File: config.mk
export PLATFORM = sky130hd
export DESIGN_NAME = sadc_ctrl
export DESIGN_NICKNAME = d
export VERILOG_FILES = /design/src/sadc_pkg.sv /design/src/sadc_ctrl.sv /design/src/sadc_result_mem.sv
export SDC_FILE = /design/constraint.sdc
export NUM_CORES = 1
export LEC_CHECK = 0
export BUFFER_PORTS_ARGS = -buffer_cell sky130_fd_sc_hd__buf_2
export CAP_MARGIN = 20
export CORE_UTILIZATION = 57
export CTS_BUF_LIST = sky130_fd_sc_hd__clkbuf_8
export DETAILED_ROUTE_END_ITERATION = 16
export GPL_ROUTABILITY_DRIVEN = 0
export PLACE_DENSITY = 0.78
export SLEW_MARGIN = 20
export SYNTH_ARGS = -nofsm -noshare
export SYNTH_HDL_FRONTEND = slang
export SYNTH_SLANG_ARGS = --single-unit
export TNS_END_PERCENT = 20
File: constraint.sdc
create_clock -name clk -period 2.51 [get_ports clk]
set_input_delay 0.251 -clock clk [delete_from_list [all_inputs] [get_ports clk]]
set_output_delay 0.251 -clock clk [all_outputs]
set_load 0.01 [all_outputs]
File: src/sadc_pkg.sv
// Shared constants and types for the successive-approximation converter control.
`default_nettype none
package sadc_pkg;
    localparam int unsigned ADDR_W = 5;
    localparam int unsigned DATA_W = 8;
    localparam int unsigned RES_W = 10;
    localparam int unsigned NUM_CH = 8;

    ////////////////////////////////////////////////////////////////////////////
    // Byte offsets. Result words occupy 16'h00..16'h0F, two bytes per channel.
    localparam logic [4:0] OFS_RESULT0 = 5'h00;
    localparam logic [4:0] RESULT_SPAN = 5'h10;
    localparam logic [4:0] OFS_CTRL0 = 5'h14;
    localparam logic [4:0] OFS_CTRL1 = 5'h15;
    localparam logic [4:0] OFS_CTRL2 = 5'h16;
    localparam logic [4:0] OFS_STATUS = 5'h17;

    ////////////////////////////////////////////////////////////////////////////
    // Field positions.
    localparam int unsigned CH_LSB = 0;
    localparam int unsigned MODE_LSB = 3;
    localparam int unsigned START_BIT = 6;
    localparam int unsigned GROUP_BIT = 0;
    localparam int unsigned RES10_BIT = 3;
    localparam int unsigned REFCON_BIT = 5;
    localparam int unsigned DIV_LSB = 6;
    localparam int unsigned SH_BIT = 0;

    ////////////////////////////////////////////////////////////////////////////
    // Values after reset.
    localparam logic [7:0] CTRL0_RST = 8'h00;
    localparam logic [7:0] CTRL1_RST = 8'h00;
    localparam logic [7:0] CTRL2_RST = 8'h00;

    ////////////////////////////////////////////////////////////////////////////
    // Conversion lengths in conversion clock ticks: 49, 59, 28 and 33.
    localparam logic [5:0] CONV_8_NOSH = 6'h31;
    localparam logic [5:0] CONV_10_NOSH = 6'h3B;
    localparam logic [5:0] CONV_8_SH = 6'h1C;
    localparam logic [5:0] CONV_10_SH = 6'h21;
    // Each bit decision takes three ticks, which covers the two-stage comparator sync.
    localparam logic [5:0] SAR_TICKS_8 = 6'h18;
    localparam logic [5:0] SAR_TICKS_10 = 6'h1E;
    localparam logic [1:0] SLOT_LAST = 2'h2;
    localparam logic [3:0] MSB_IDX = 4'h9;
    localparam logic [3:0] STOP_IDX_8 = 4'h2;
    localparam logic [3:0] STOP_IDX_10 = 4'h0;

    localparam logic [1:0] DIV_1 = 2'h0;
    localparam logic [1:0] DIV_2 = 2'h1;
    localparam logic [1:0] DIV_4 = 2'h2;

    typedef enum logic [2:0] {
        MODE_ONESHOT,
        MODE_REPEAT,
        MODE_SSWEEP,
        MODE_RSWEEP0,
        MODE_RSWEEP1
    } sadc_mode_t;

    typedef enum logic [1:0] {
        ST_IDLE,
        ST_SAMPLE,
        ST_BITS
    } sadc_state_t;
endpackage
`default_nettype wire

File: src/sadc_ctrl.sv
// Conversion sequencer, control registers and bus port of the converter.
//
// Local design decisions: the register addresses and the address-and-strobe port.
`default_nettype none
module sadc_ctrl
    import sadc_pkg::*;
(
    input wire logic clk,
    input wire logic arst_n,
    input wire logic [ADDR_W-1:0] busAddr,
    input wire logic [DATA_W-1:0] busWdata,
    input wire logic busWr,
    input wire logic busRd,
    output logic [DATA_W-1:0] busRdata,
    input wire logic compIn,
    output logic [RES_W-1:0] trialCode,
    output logic [3:0] chanSel,
    output logic sampleHold,
    output logic ladderConnect,
    output logic convBusy,
    output logic convDoneIrq
);
    typedef struct packed {
        logic [7:0] ctrl0;
        logic [7:0] ctrl1;
        logic [7:0] ctrl2;
        logic compMeta;
        logic compSync;
        sadc_state_t state;
        logic [1:0] divCnt;
        logic [5:0] sampCnt;
        logic [1:0] slot;
        logic [3:0] bitIdx;
        logic [RES_W-1:0] trial;
        logic [2:0] curChan;
        logic [2:0] emphChan;
        logic [3:0] chanOut;
        logic sampleHold;
        logic busy;
        logic irq;
    } sadc_ctrl_st_t;

    sadc_ctrl_st_t s;
    sadc_ctrl_st_t n;

    logic tick;
    logic ctl0Write;
    logic startNow;
    logic abortNow;
    logic restart;
    logic memWr;
    logic [RES_W-1:0] memData;
    logic [7:0] altByte;
    sadc_mode_t modeSel;
    sadc_mode_t modeNew;

    ////////////////////////////////////////////////////////////////////////////
    function automatic logic [1:0] divLimit(input logic [1:0] sel);
        case (sel)
            DIV_1: divLimit = 2'h0;
            DIV_2: divLimit = 2'h1;
            default: divLimit = 2'h3;
        endcase
    endfunction

    function automatic logic [5:0] convTicks(input logic res10, input logic sh);
        if (sh) begin
            convTicks = res10 ? CONV_10_SH : CONV_8_SH;
        end else begin
            convTicks = res10 ? CONV_10_NOSH : CONV_8_NOSH;
        end
    endfunction

    function automatic logic [5:0] sampTicks(input logic res10, input logic sh);
        sampTicks = convTicks(res10, sh) - (res10 ? SAR_TICKS_10 : SAR_TICKS_8);
    endfunction

    function automatic logic [2:0] nextEmph(input logic [2:0] e);
        nextEmph = (e == 3'h7) ? 3'h1 : e + 3'h1;
    endfunction

    ////////////////////////////////////////////////////////////////////////////
    always_comb begin
        n = s;
        modeSel = sadc_mode_t'(s.ctrl0[MODE_LSB +: 3]);
        modeNew = sadc_mode_t'(busWdata[MODE_LSB +: 3]);
        // Divider runs from the converter source clock, which is clk itself.
        tick = (s.divCnt == divLimit(s.ctrl1[DIV_LSB +: 2]));
        n.divCnt = tick ? 2'h0 : s.divCnt + 2'h1;
        ctl0Write = busWr && (busAddr == OFS_CTRL0);
        startNow = ctl0Write && busWdata[START_BIT] && !s.ctrl0[START_BIT];
        abortNow = ctl0Write && !busWdata[START_BIT] && (s.state != ST_IDLE);
        restart = 1'b0;
        memWr = 1'b0;
        n.compMeta = compIn;
        n.compSync = s.compMeta;
        n.irq = 1'b0;

        if (busWr) begin
            case (busAddr)
                OFS_CTRL0: n.ctrl0 = busWdata;
                OFS_CTRL1: n.ctrl1 = busWdata;
                OFS_CTRL2: n.ctrl2 = busWdata;
                default: ;
            endcase
        end

        case (s.state)
            ST_IDLE: begin
                if (startNow) begin
                    restart = 1'b1;
                    n.divCnt = 2'h0;
                    n.emphChan = 3'h0;
                    if (modeNew == MODE_ONESHOT || modeNew == MODE_REPEAT) begin
                        n.curChan = busWdata[CH_LSB +: 3];
                    end else begin
                        n.curChan = 3'h0;
                    end
                end
            end
            ST_SAMPLE: begin
                if (tick) begin
                    if (s.sampCnt == 6'h01) begin
                        n.state = ST_BITS;
                        n.trial = '0;
                        n.trial[MSB_IDX] = 1'b1;
                        n.bitIdx = MSB_IDX;
                        n.slot = 2'h0;
                    end else begin
                        n.sampCnt = s.sampCnt - 6'h01;
                    end
                end
            end
            ST_BITS: begin
                if (tick) begin
                    if (s.slot == SLOT_LAST) begin
                        n.slot = 2'h0;
                        n.trial[s.bitIdx] = s.compSync;
                        // Eight-bit runs stop two bits early, leaving a left-aligned code.
                        if (s.bitIdx == (s.ctrl1[RES10_BIT] ? STOP_IDX_10 : STOP_IDX_8)) begin
                            memWr = 1'b1;
                        end else begin
                            n.bitIdx = s.bitIdx - 4'h1;
                            n.trial[s.bitIdx - 4'h1] = 1'b1;
                        end
                    end else begin
                        n.slot = s.slot + 2'h1;
                    end
                end
            end
            default: n.state = ST_IDLE;
        endcase

        if (s.ctrl1[RES10_BIT]) begin
            memData = n.trial;
        end else begin
            memData = {2'h0, n.trial[9:2]};
        end

        if (memWr) begin
            case (modeSel)
                MODE_ONESHOT: begin
                    n.state = ST_IDLE;
                    n.irq = 1'b1;
                end
                MODE_REPEAT: begin
                    restart = 1'b1;
                end
                MODE_SSWEEP: begin
                    if (s.curChan == s.ctrl0[CH_LSB +: 3]) begin
                        n.state = ST_IDLE;
                        n.irq = 1'b1;
                    end else begin
                        n.curChan = s.curChan + 3'h1;
                        restart = 1'b1;
                    end
                end
                MODE_RSWEEP0: begin
                    // The second group has five inputs, so upper results hold junk.
                    n.curChan = (s.curChan == s.ctrl0[CH_LSB +: 3]) ? 3'h0 : s.curChan + 3'h1;
                    restart = 1'b1;
                end
                MODE_RSWEEP1: begin
                    if (s.curChan != 3'h0) begin
                        n.curChan = 3'h0;
                    end else begin
                        n.emphChan = nextEmph(s.emphChan);
                        n.curChan = nextEmph(s.emphChan);
                    end
                    restart = 1'b1;
                end
                default: n.state = ST_IDLE;
            endcase
            // A software write in the same cycle keeps its own value of the flag.
            if (n.state == ST_IDLE && !ctl0Write) begin
                n.ctrl0[START_BIT] = 1'b0;
            end
        end

        if (restart) begin
            n.state = ST_SAMPLE;
            n.sampCnt = sampTicks(s.ctrl1[RES10_BIT], s.ctrl2[SH_BIT]);
            n.trial = '0;
        end

        if (abortNow) begin
            n.state = ST_IDLE;
            n.irq = 1'b0;
            memWr = 1'b0;
            restart = 1'b0;
        end

        // Second group reuses the channel index and its result slot.
        n.chanOut = {s.ctrl1[GROUP_BIT], n.curChan};
        n.sampleHold = (n.state == ST_SAMPLE) && s.ctrl2[SH_BIT];
        n.busy = (n.state != ST_IDLE);
    end

    always_ff @(posedge clk or negedge arst_n) begin
        if (!arst_n) begin
            s <= '0;
            s.ctrl0 <= CTRL0_RST;
            s.ctrl1 <= CTRL1_RST;
            s.ctrl2 <= CTRL2_RST;
            s.state <= ST_IDLE;
        end else begin
            s <= n;
        end
    end

    ////////////////////////////////////////////////////////////////////////////
    always_comb begin
        case (busAddr)
            OFS_CTRL0: altByte = s.ctrl0;
            OFS_CTRL1: altByte = s.ctrl1;
            OFS_CTRL2: altByte = s.ctrl2;
            OFS_STATUS: altByte = {4'h0, s.curChan, s.busy};
            default: altByte = 8'h00;
        endcase
    end

    sadc_result_mem u_mem (
        .clk(clk),
        .arst_n(arst_n),
        .wrEn(memWr),
        .wrIdx(s.curChan),
        .wrData(memData),
        .rdEn(busRd),
        .rdIdx(busAddr[3:1]),
        .rdHigh(busAddr[0]),
        .rdAlt(busAddr >= RESULT_SPAN),
        .altByte(altByte),
        .rdData(busRdata)
    );

    assign trialCode = s.trial;
    assign chanSel = s.chanOut;
    assign sampleHold = s.sampleHold;
    // Detaching the ladder while idle saves its standing current.
    assign ladderConnect = s.ctrl1[REFCON_BIT];
    assign convBusy = s.busy;
    assign convDoneIrq = s.irq;

    ////////////////////////////////////////////////////////////////////////////
    // Ticks seen in the running conversion, for the length checks only.
    logic [5:0] hTicks;

    always_ff @(posedge clk or negedge arst_n) begin
        if (!arst_n) begin
            hTicks <= 6'h00;
        end else if (restart) begin
            hTicks <= 6'h00;
        end else if (tick && s.state != ST_IDLE) begin
            hTicks <= hTicks + 6'h01;
        end
    end
endmodule
`default_nettype wire

File: src/sadc_result_mem.sv
// Per-channel result store with a registered byte read port.
`default_nettype none
module sadc_result_mem
    import sadc_pkg::*;
(
    input wire logic clk,
    input wire logic arst_n,
    input wire logic wrEn,
    input wire logic [2:0] wrIdx,
    input wire logic [RES_W-1:0] wrData,
    input wire logic rdEn,
    input wire logic [2:0] rdIdx,
    input wire logic rdHigh,
    input wire logic rdAlt,
    input wire logic [7:0] altByte,
    output logic [7:0] rdData
);
    typedef struct packed {
        logic [NUM_CH-1:0][RES_W-1:0] words;
        logic [7:0] rdData;
    } sadc_mem_st_t;

    sadc_mem_st_t s;
    sadc_mem_st_t n;

    ////////////////////////////////////////////////////////////////////////////
    always_comb begin
        n = s;
        if (wrEn) begin
            n.words[wrIdx] = wrData;
        end
        // Read data stand for one cycle only, so an idle cycle returns zero.
        n.rdData = 8'h00;
        if (rdEn) begin
            if (rdAlt) begin
                n.rdData = altByte;
            end else if (rdHigh) begin
                n.rdData = {6'h00, s.words[rdIdx][9:8]};
            end else begin
                n.rdData = s.words[rdIdx][7:0];
            end
        end
    end

    always_ff @(posedge clk or negedge arst_n) begin
        if (!arst_n) begin
            s <= '0;
        end else begin
            s <= n;
        end
    end

    assign rdData = s.rdData;
endmodule
`default_nettype wire

==> Word level (Yosys, flattened, before mapping) <==
Index checks and enable logic that the tools add are counted.
{ "op_classes": {"n_mux": 76, "reduce_logical": 33, "eq_ne": 25, "n_addsub": 7, "n_bitwise": 1, "n_lt_le_gt_ge": 8} }
{ "ops": {"columns": ["operator", "count"], "rows": [
  ["$bwmux 80", 1],
  ["$mux 6", 9],
  ["$mux 10", 4],
  ["$mux 8", 5],
  ["$mux 16", 2],
  ["$pmux 16 s2", 1],
  ["$pmux 8 s4", 1],
  ["$bmux 10 s3", 1],
  ["$demux 10 s3", 1],
  ["$mux 14", 2],
  ["$mux 2", 12],
  ["$mux 3", 8],
  ["$mux 23", 1],
  ["$mux 22", 1],
  ["$eq 5x5->1 const B", 4],
  ["$mux 1", 16],
  ["$pmux 2 s2", 3],
  ["$bwmux 10", 1],
  ["$logic_and 1x1->1", 10],
  ["$lt 4x5->1 const B", 2],
  ["$ne 2x2->1 const B", 5],
  ["$or 10x10->10", 1],
  ["$reduce_bool 2->1", 5],
  ["$pmux 3 s3", 1],
  ["other kinds (34)", 53]
]} }
{ "totals": {"register_bits": 153, "inputBits": 18, "wordCells": 177} }

==> Depth between registers and ports, before layout <==
{ "logic_depth": {"ltp_word": 13, "depth_mapped": 10} }

==> Hierarchy <==
A second synthesis with hierarchy kept.
{ "hier_totals": {"hier_cells": 694, "hier_area_um2": 8101.5} }
{ "by_module_without_submodules": {"columns": ["module", "seq_area_each_um2", "area_per_inst_um2", "n_inst", "cells_each"], "rows": [
  ["sadc_ctrl", 1551.5, 4052.6, 1, 421],
  ["sadc_result_mem", 2202.1, 4048.9, 1, 273]
]} }

==> Least setup slack after synthesis <==
Ideal clock, no wire load.
{ "synth_path": {"path_type": "register to register", "from": "reg s[23] (netlist bit)", "to": "reg u_mem.s[68] (netlist bit)", "stages_incl_launch_ff": 8, "period_less_slack_ns": 2.466, "arrival_ns": 2.338, "setup_slack_ns": 0.044, "cell_sequence": "dfrtp_1 -> or3_1 -> or2_4 -> nor3_4 -> nand3_1 -> or3b_1 -> buf_6 -> mux2_1"} }
{ "synth_via": {"elab_chain_cells": 12} }
{ "synth_rtl": {"columns": ["element", "line", "rtl"], "rows": [
  ["start: declaration", "sadc_ctrl.sv:43", "sadc_ctrl_st_t s;"],
  ["start signal: assignment", "sadc_ctrl.sv:227", "s <= n;"],
  ["$sub 4x1->4, or another cell as far along", "sadc_ctrl.sv:144", "n.trial[s.bitIdx - 4'h1] = 1'b1;"],
  ["$lt 4x5->1 (not written as such), or another cell as far along", "sadc_ctrl.sv:144", null],
  ["$logic_and 1x1->1 (not written as such) / $mux 1 (equally long branches)", "sadc_ctrl.sv:144, sadc_ctrl.sv:138", null],
  ["$mux 1 (not written as such) / $demux 1 s4 (equally long branches)", "sadc_ctrl.sv:144, sadc_ctrl.sv:138", null],
  ["$demux 1 s4 / $bwmux 10 (equally long branches)", "sadc_ctrl.sv:144, sadc_ctrl.sv:138", null],
  ["$or 10x10->10 (no source line)", null, null],
  ["$mux 14", "sadc_ctrl.sv:140", "if (s.bitIdx == (s.ctrl1[RES10_BIT] ? STOP_IDX_10 : STOP_IDX_8)) begin"],
  ["$mux 14", "sadc_ctrl.sv:136", "if (s.slot == SLOT_LAST) begin"],
  ["$mux 16", "sadc_ctrl.sv:135", "if (tick) begin"],
  ["$pmux 16 s2", "sadc_ctrl.sv:108", "case (s.state)"],
  ["$mux 10", "sadc_ctrl.sv:154", "if (s.ctrl1[RES10_BIT]) begin"],
  ["$bwmux 80", "sadc_result_mem.sv:30", "n.words[wrIdx] = wrData;"],
  ["end signal: assignment", "sadc_result_mem.sv:49", "s <= n;"],
  ["end: declaration", "sadc_result_mem.sv:23", "sadc_mem_st_t s;"]
]} }
Parallel ways exist; a longest one is shown, timed or not. The select of a mux whose other input is x is not followed.
A chain may end at the register's enable or synchronous reset.

==> Worst setup path after layout <==
{ "layout_path": {"from": "reg s[23] (netlist bit)", "to": "reg u_mem.s[70] (netlist bit)"} }
Same word-level chain as after synthesis.

==> results.ini <==
[critical_path]
r2r_start=s[23]
cp-endpoint=u_mem.s[70]
path_class=register to register
rrSetupSlack_ns=0.01
rr_worst_depth=7
r2r-end=u_mem.s[70]
critical_path_required_ns=2.86
crit_path_start_kind=register
crit_fanout=10
arrival_ns=2.85
worstSetupStartpoint=s[23]
crit_path_end_kind=register

[min_path]
hp-class=primary input to register
hold_path_depth=3

[synth]
postSynth.asyncResetShare=1.00
synth_area_leader_cell=dfrtp_1
yosys_register_bits=150
synthTopCellsByCount=dfrtp_1, mux2_2, nand2_1
netlist_top_cells_area=dfrtp_1, mux2_2, mux4_2
yosysUniqueCellTypes=65
yosysWarnings=0
seq_area_frac_synth=0.469
syn_inst=685
yosys.area_share.simple=0.132
muxShareOfSynthArea=0.211
yosys.area_share.adder=0.0359
synth_most_common_cell=dfrtp_1
netlist_area_um2=8010
synth_ff_type=dfrtp_1
synth_compound_area_frac=0.0955
synth_top_area_share=0.469
synth_nets=726
synth-edff-count=0
synth-xor-area-share=0.0131
synth_area_per_cell_um2=11.7
synth_top_family_by_area=multiplexers

[floorplan]
die_y_um=121
core.rowCount=42
initial_core_util=0.595
die_w_um=121
die_area_um2=14500
io_pins=44
core-area_um2=13500

[timing]
finalCriticalPeriod_ns=2.50
grt_setup_unrepaired=yes
slew_viol_final=0
hold_viol_final=0
worst_pin_slew_ns=0.679
finalSetupViolCount=0
finalSetupTns_ns=0
post-route-period-util=0.995
clock.fmax_ghz=0.400
skew_ns=0.0178
timing.slew.headroom=0.547

[cells_and_area]
nFillCells=931
multi_input_area_um2=4020
area_growth_pct=16.6
regArea_um2=3750
drive_gt1_frac=0.375
layout.cells.non_filler=961
final_nets=813
diodes=0

[clocking]
cts-root-buf=clkbuf_8
tritoncts=built
numClockSinks=150
cts_buffers=17
clock_latency_ns=0.47
clkTransAtPathRegs_ns=0.10
ctsHtreeMaxLevel=4
clockBufferDepth=2

[placed_design]
dpl.hpwl_mm=14.1
dp.cells=922
io_buffers=43

[pwr]
p_sw_frac=0.354
power_density_nw_per_um2=692
p_comb_frac=0.261
switchingPower_mw=2.29
p_leak_nw=4.46
clockPowerShare=0.297
p_total_mw=6.46
irDropWorstVdd_mv=0.336
intPower_mw=4.17
power_frac_seq=0.442

[route]
dr.pass1.iters=6
drtIter0Drc=514
routed_wl_mm=20.6
drt-wirelength-per-cell_um=21.5
viasPerCell=6.41
via_count=6159
drc=0
antenna_left=0

[flow_run]
maxCapViolations=0

[status]
status=finished, final reports clean

[global_routing]
track_usage=0.298
grt_pass1_vias=6311
grt_pass1_wl_mm=32.9
antenna_found_initial=0
grt_max_degree=71
overflow=0

==> how the worst min path moves through the flow <==
stage                      startpoint    endpoint
after floorplan                arst_n  chanSel[0]
after global placement         arst_n  sampleHold
after detailed placement       arst_n       s[36]
after CTS                 busWdata[0]       s[57]
after global routing      busWdata[7]       s[64]
final                     busWdata[0]       s[57]
==> cells by family (layout without fill, tap and decap cells) <==
group           count (synthesis)  count (layout)
mux                           129             129
fa+ha+maj                      23              23
flops                         150             150
compound gates                108             108
xor+xnor                       12              12
buf+inv                        66             166
simple gates                  197             197
==> state kept, by name, summed over array words and instances, names as in the netlist <==
register       count
chanSel            4
convBusy           1
convDoneIrq        1
ladderConnect      1
modeSel            3
n                  2
s                 39
sampleHold         1
trialCode         10
u_mem.rdData       8
u_mem.s           80
==> through the flow <==
stage / worst slack [ns] / area [um2] / util / hold slack, ns
after floorplan: 0.0444 / 8010 / - / -0.0446
after global placement: 0.0246 / 8730 / 0.649 / 0.309
after detailed placement: -0.0773 / 8730 / 0.649 / 0.313
after CTS: -0.0159 / 9190 / 0.683 / 0.00405
after global routing: -0.0436 / 9330 / 0.694 / 0.0276
final: 0.0115 / 9330 / 0.694 / 0.0317
==> power groups by stage <==
stage                     combinational [mW]  sequential, mW  clock, mW
after CTS                               1.59            2.83       1.94
after global placement                  1.50            2.86          0
after detailed placement                1.57            2.88          0
after global routing                    1.83            2.87       2.03
after floorplan                        0.967            2.82          0
final                                   1.69            2.85       1.92
==> per-layer routing <==
layer / GRT usage / vias up / routed length [um]
met2: 0.506 / 286 / 10500
li1: - / 2692 / -
met1: 0.373 / 3129 / 8330
met5: 0 / - / 0
met4: 0.115 / 0 / 524
met3: 0.0642 / 52 / 1290
==> area by class of cell <==
cell class / count / share of cell area
Inverter: 12 / 0.00483
Sequential cell: 150 / 0.402
Clock buffer: 18 / 0.0265
Tap cell: 176 / 0.0236
Timing Repair Buffer: 122 / 0.0951
Multi-Input combinational cell: 469 / 0.431
Clock inverter: 14 / 0.0164
==> cells in the final DEF, fill, tap and decap left out, types with 6 or more instances in the layout <==
master,n
dfrtp_1,149
mux2_2,89
buf_4,68
nand2_1,61
buf_2,42
nor3_1,23
ha_1,23
mux4_2,22
nor2_1,21
a21oi_1,19
o21ai_0,18
clkbuf_8,18
nand3_1,17
inv_1,11
a22oi_1,10
mux2_1,10
xnor2_1,9
and3_1,8
a32oi_1,8
mux2i_1,8
nor2b_1,7
o211a_1,7
and2_1,6
a31oi_1,6
or3_1,6
==> critical path: stages, from the launching register on <==
cell     delay (ns)
dfrtp_1        0.39
or3_4          0.40
or2_4          0.27
nor3_4         0.29
nand3_2        0.14
or3b_4         0.39
buf_6          0.16
mux2_1         0.33
==> repair_timing <==
action / 4_1_cts / 5_1_grt
setup endpoints to repair: 42 / 81
resized for setup: 4 / 27
pin swaps: 1 / 8
hold buffers: 3 / 0
setup buffers: 0 / 4
hold endpoints to repair: 69 / 0
gates cloned: 0 / 0
(Power assumes the default switching activity.)
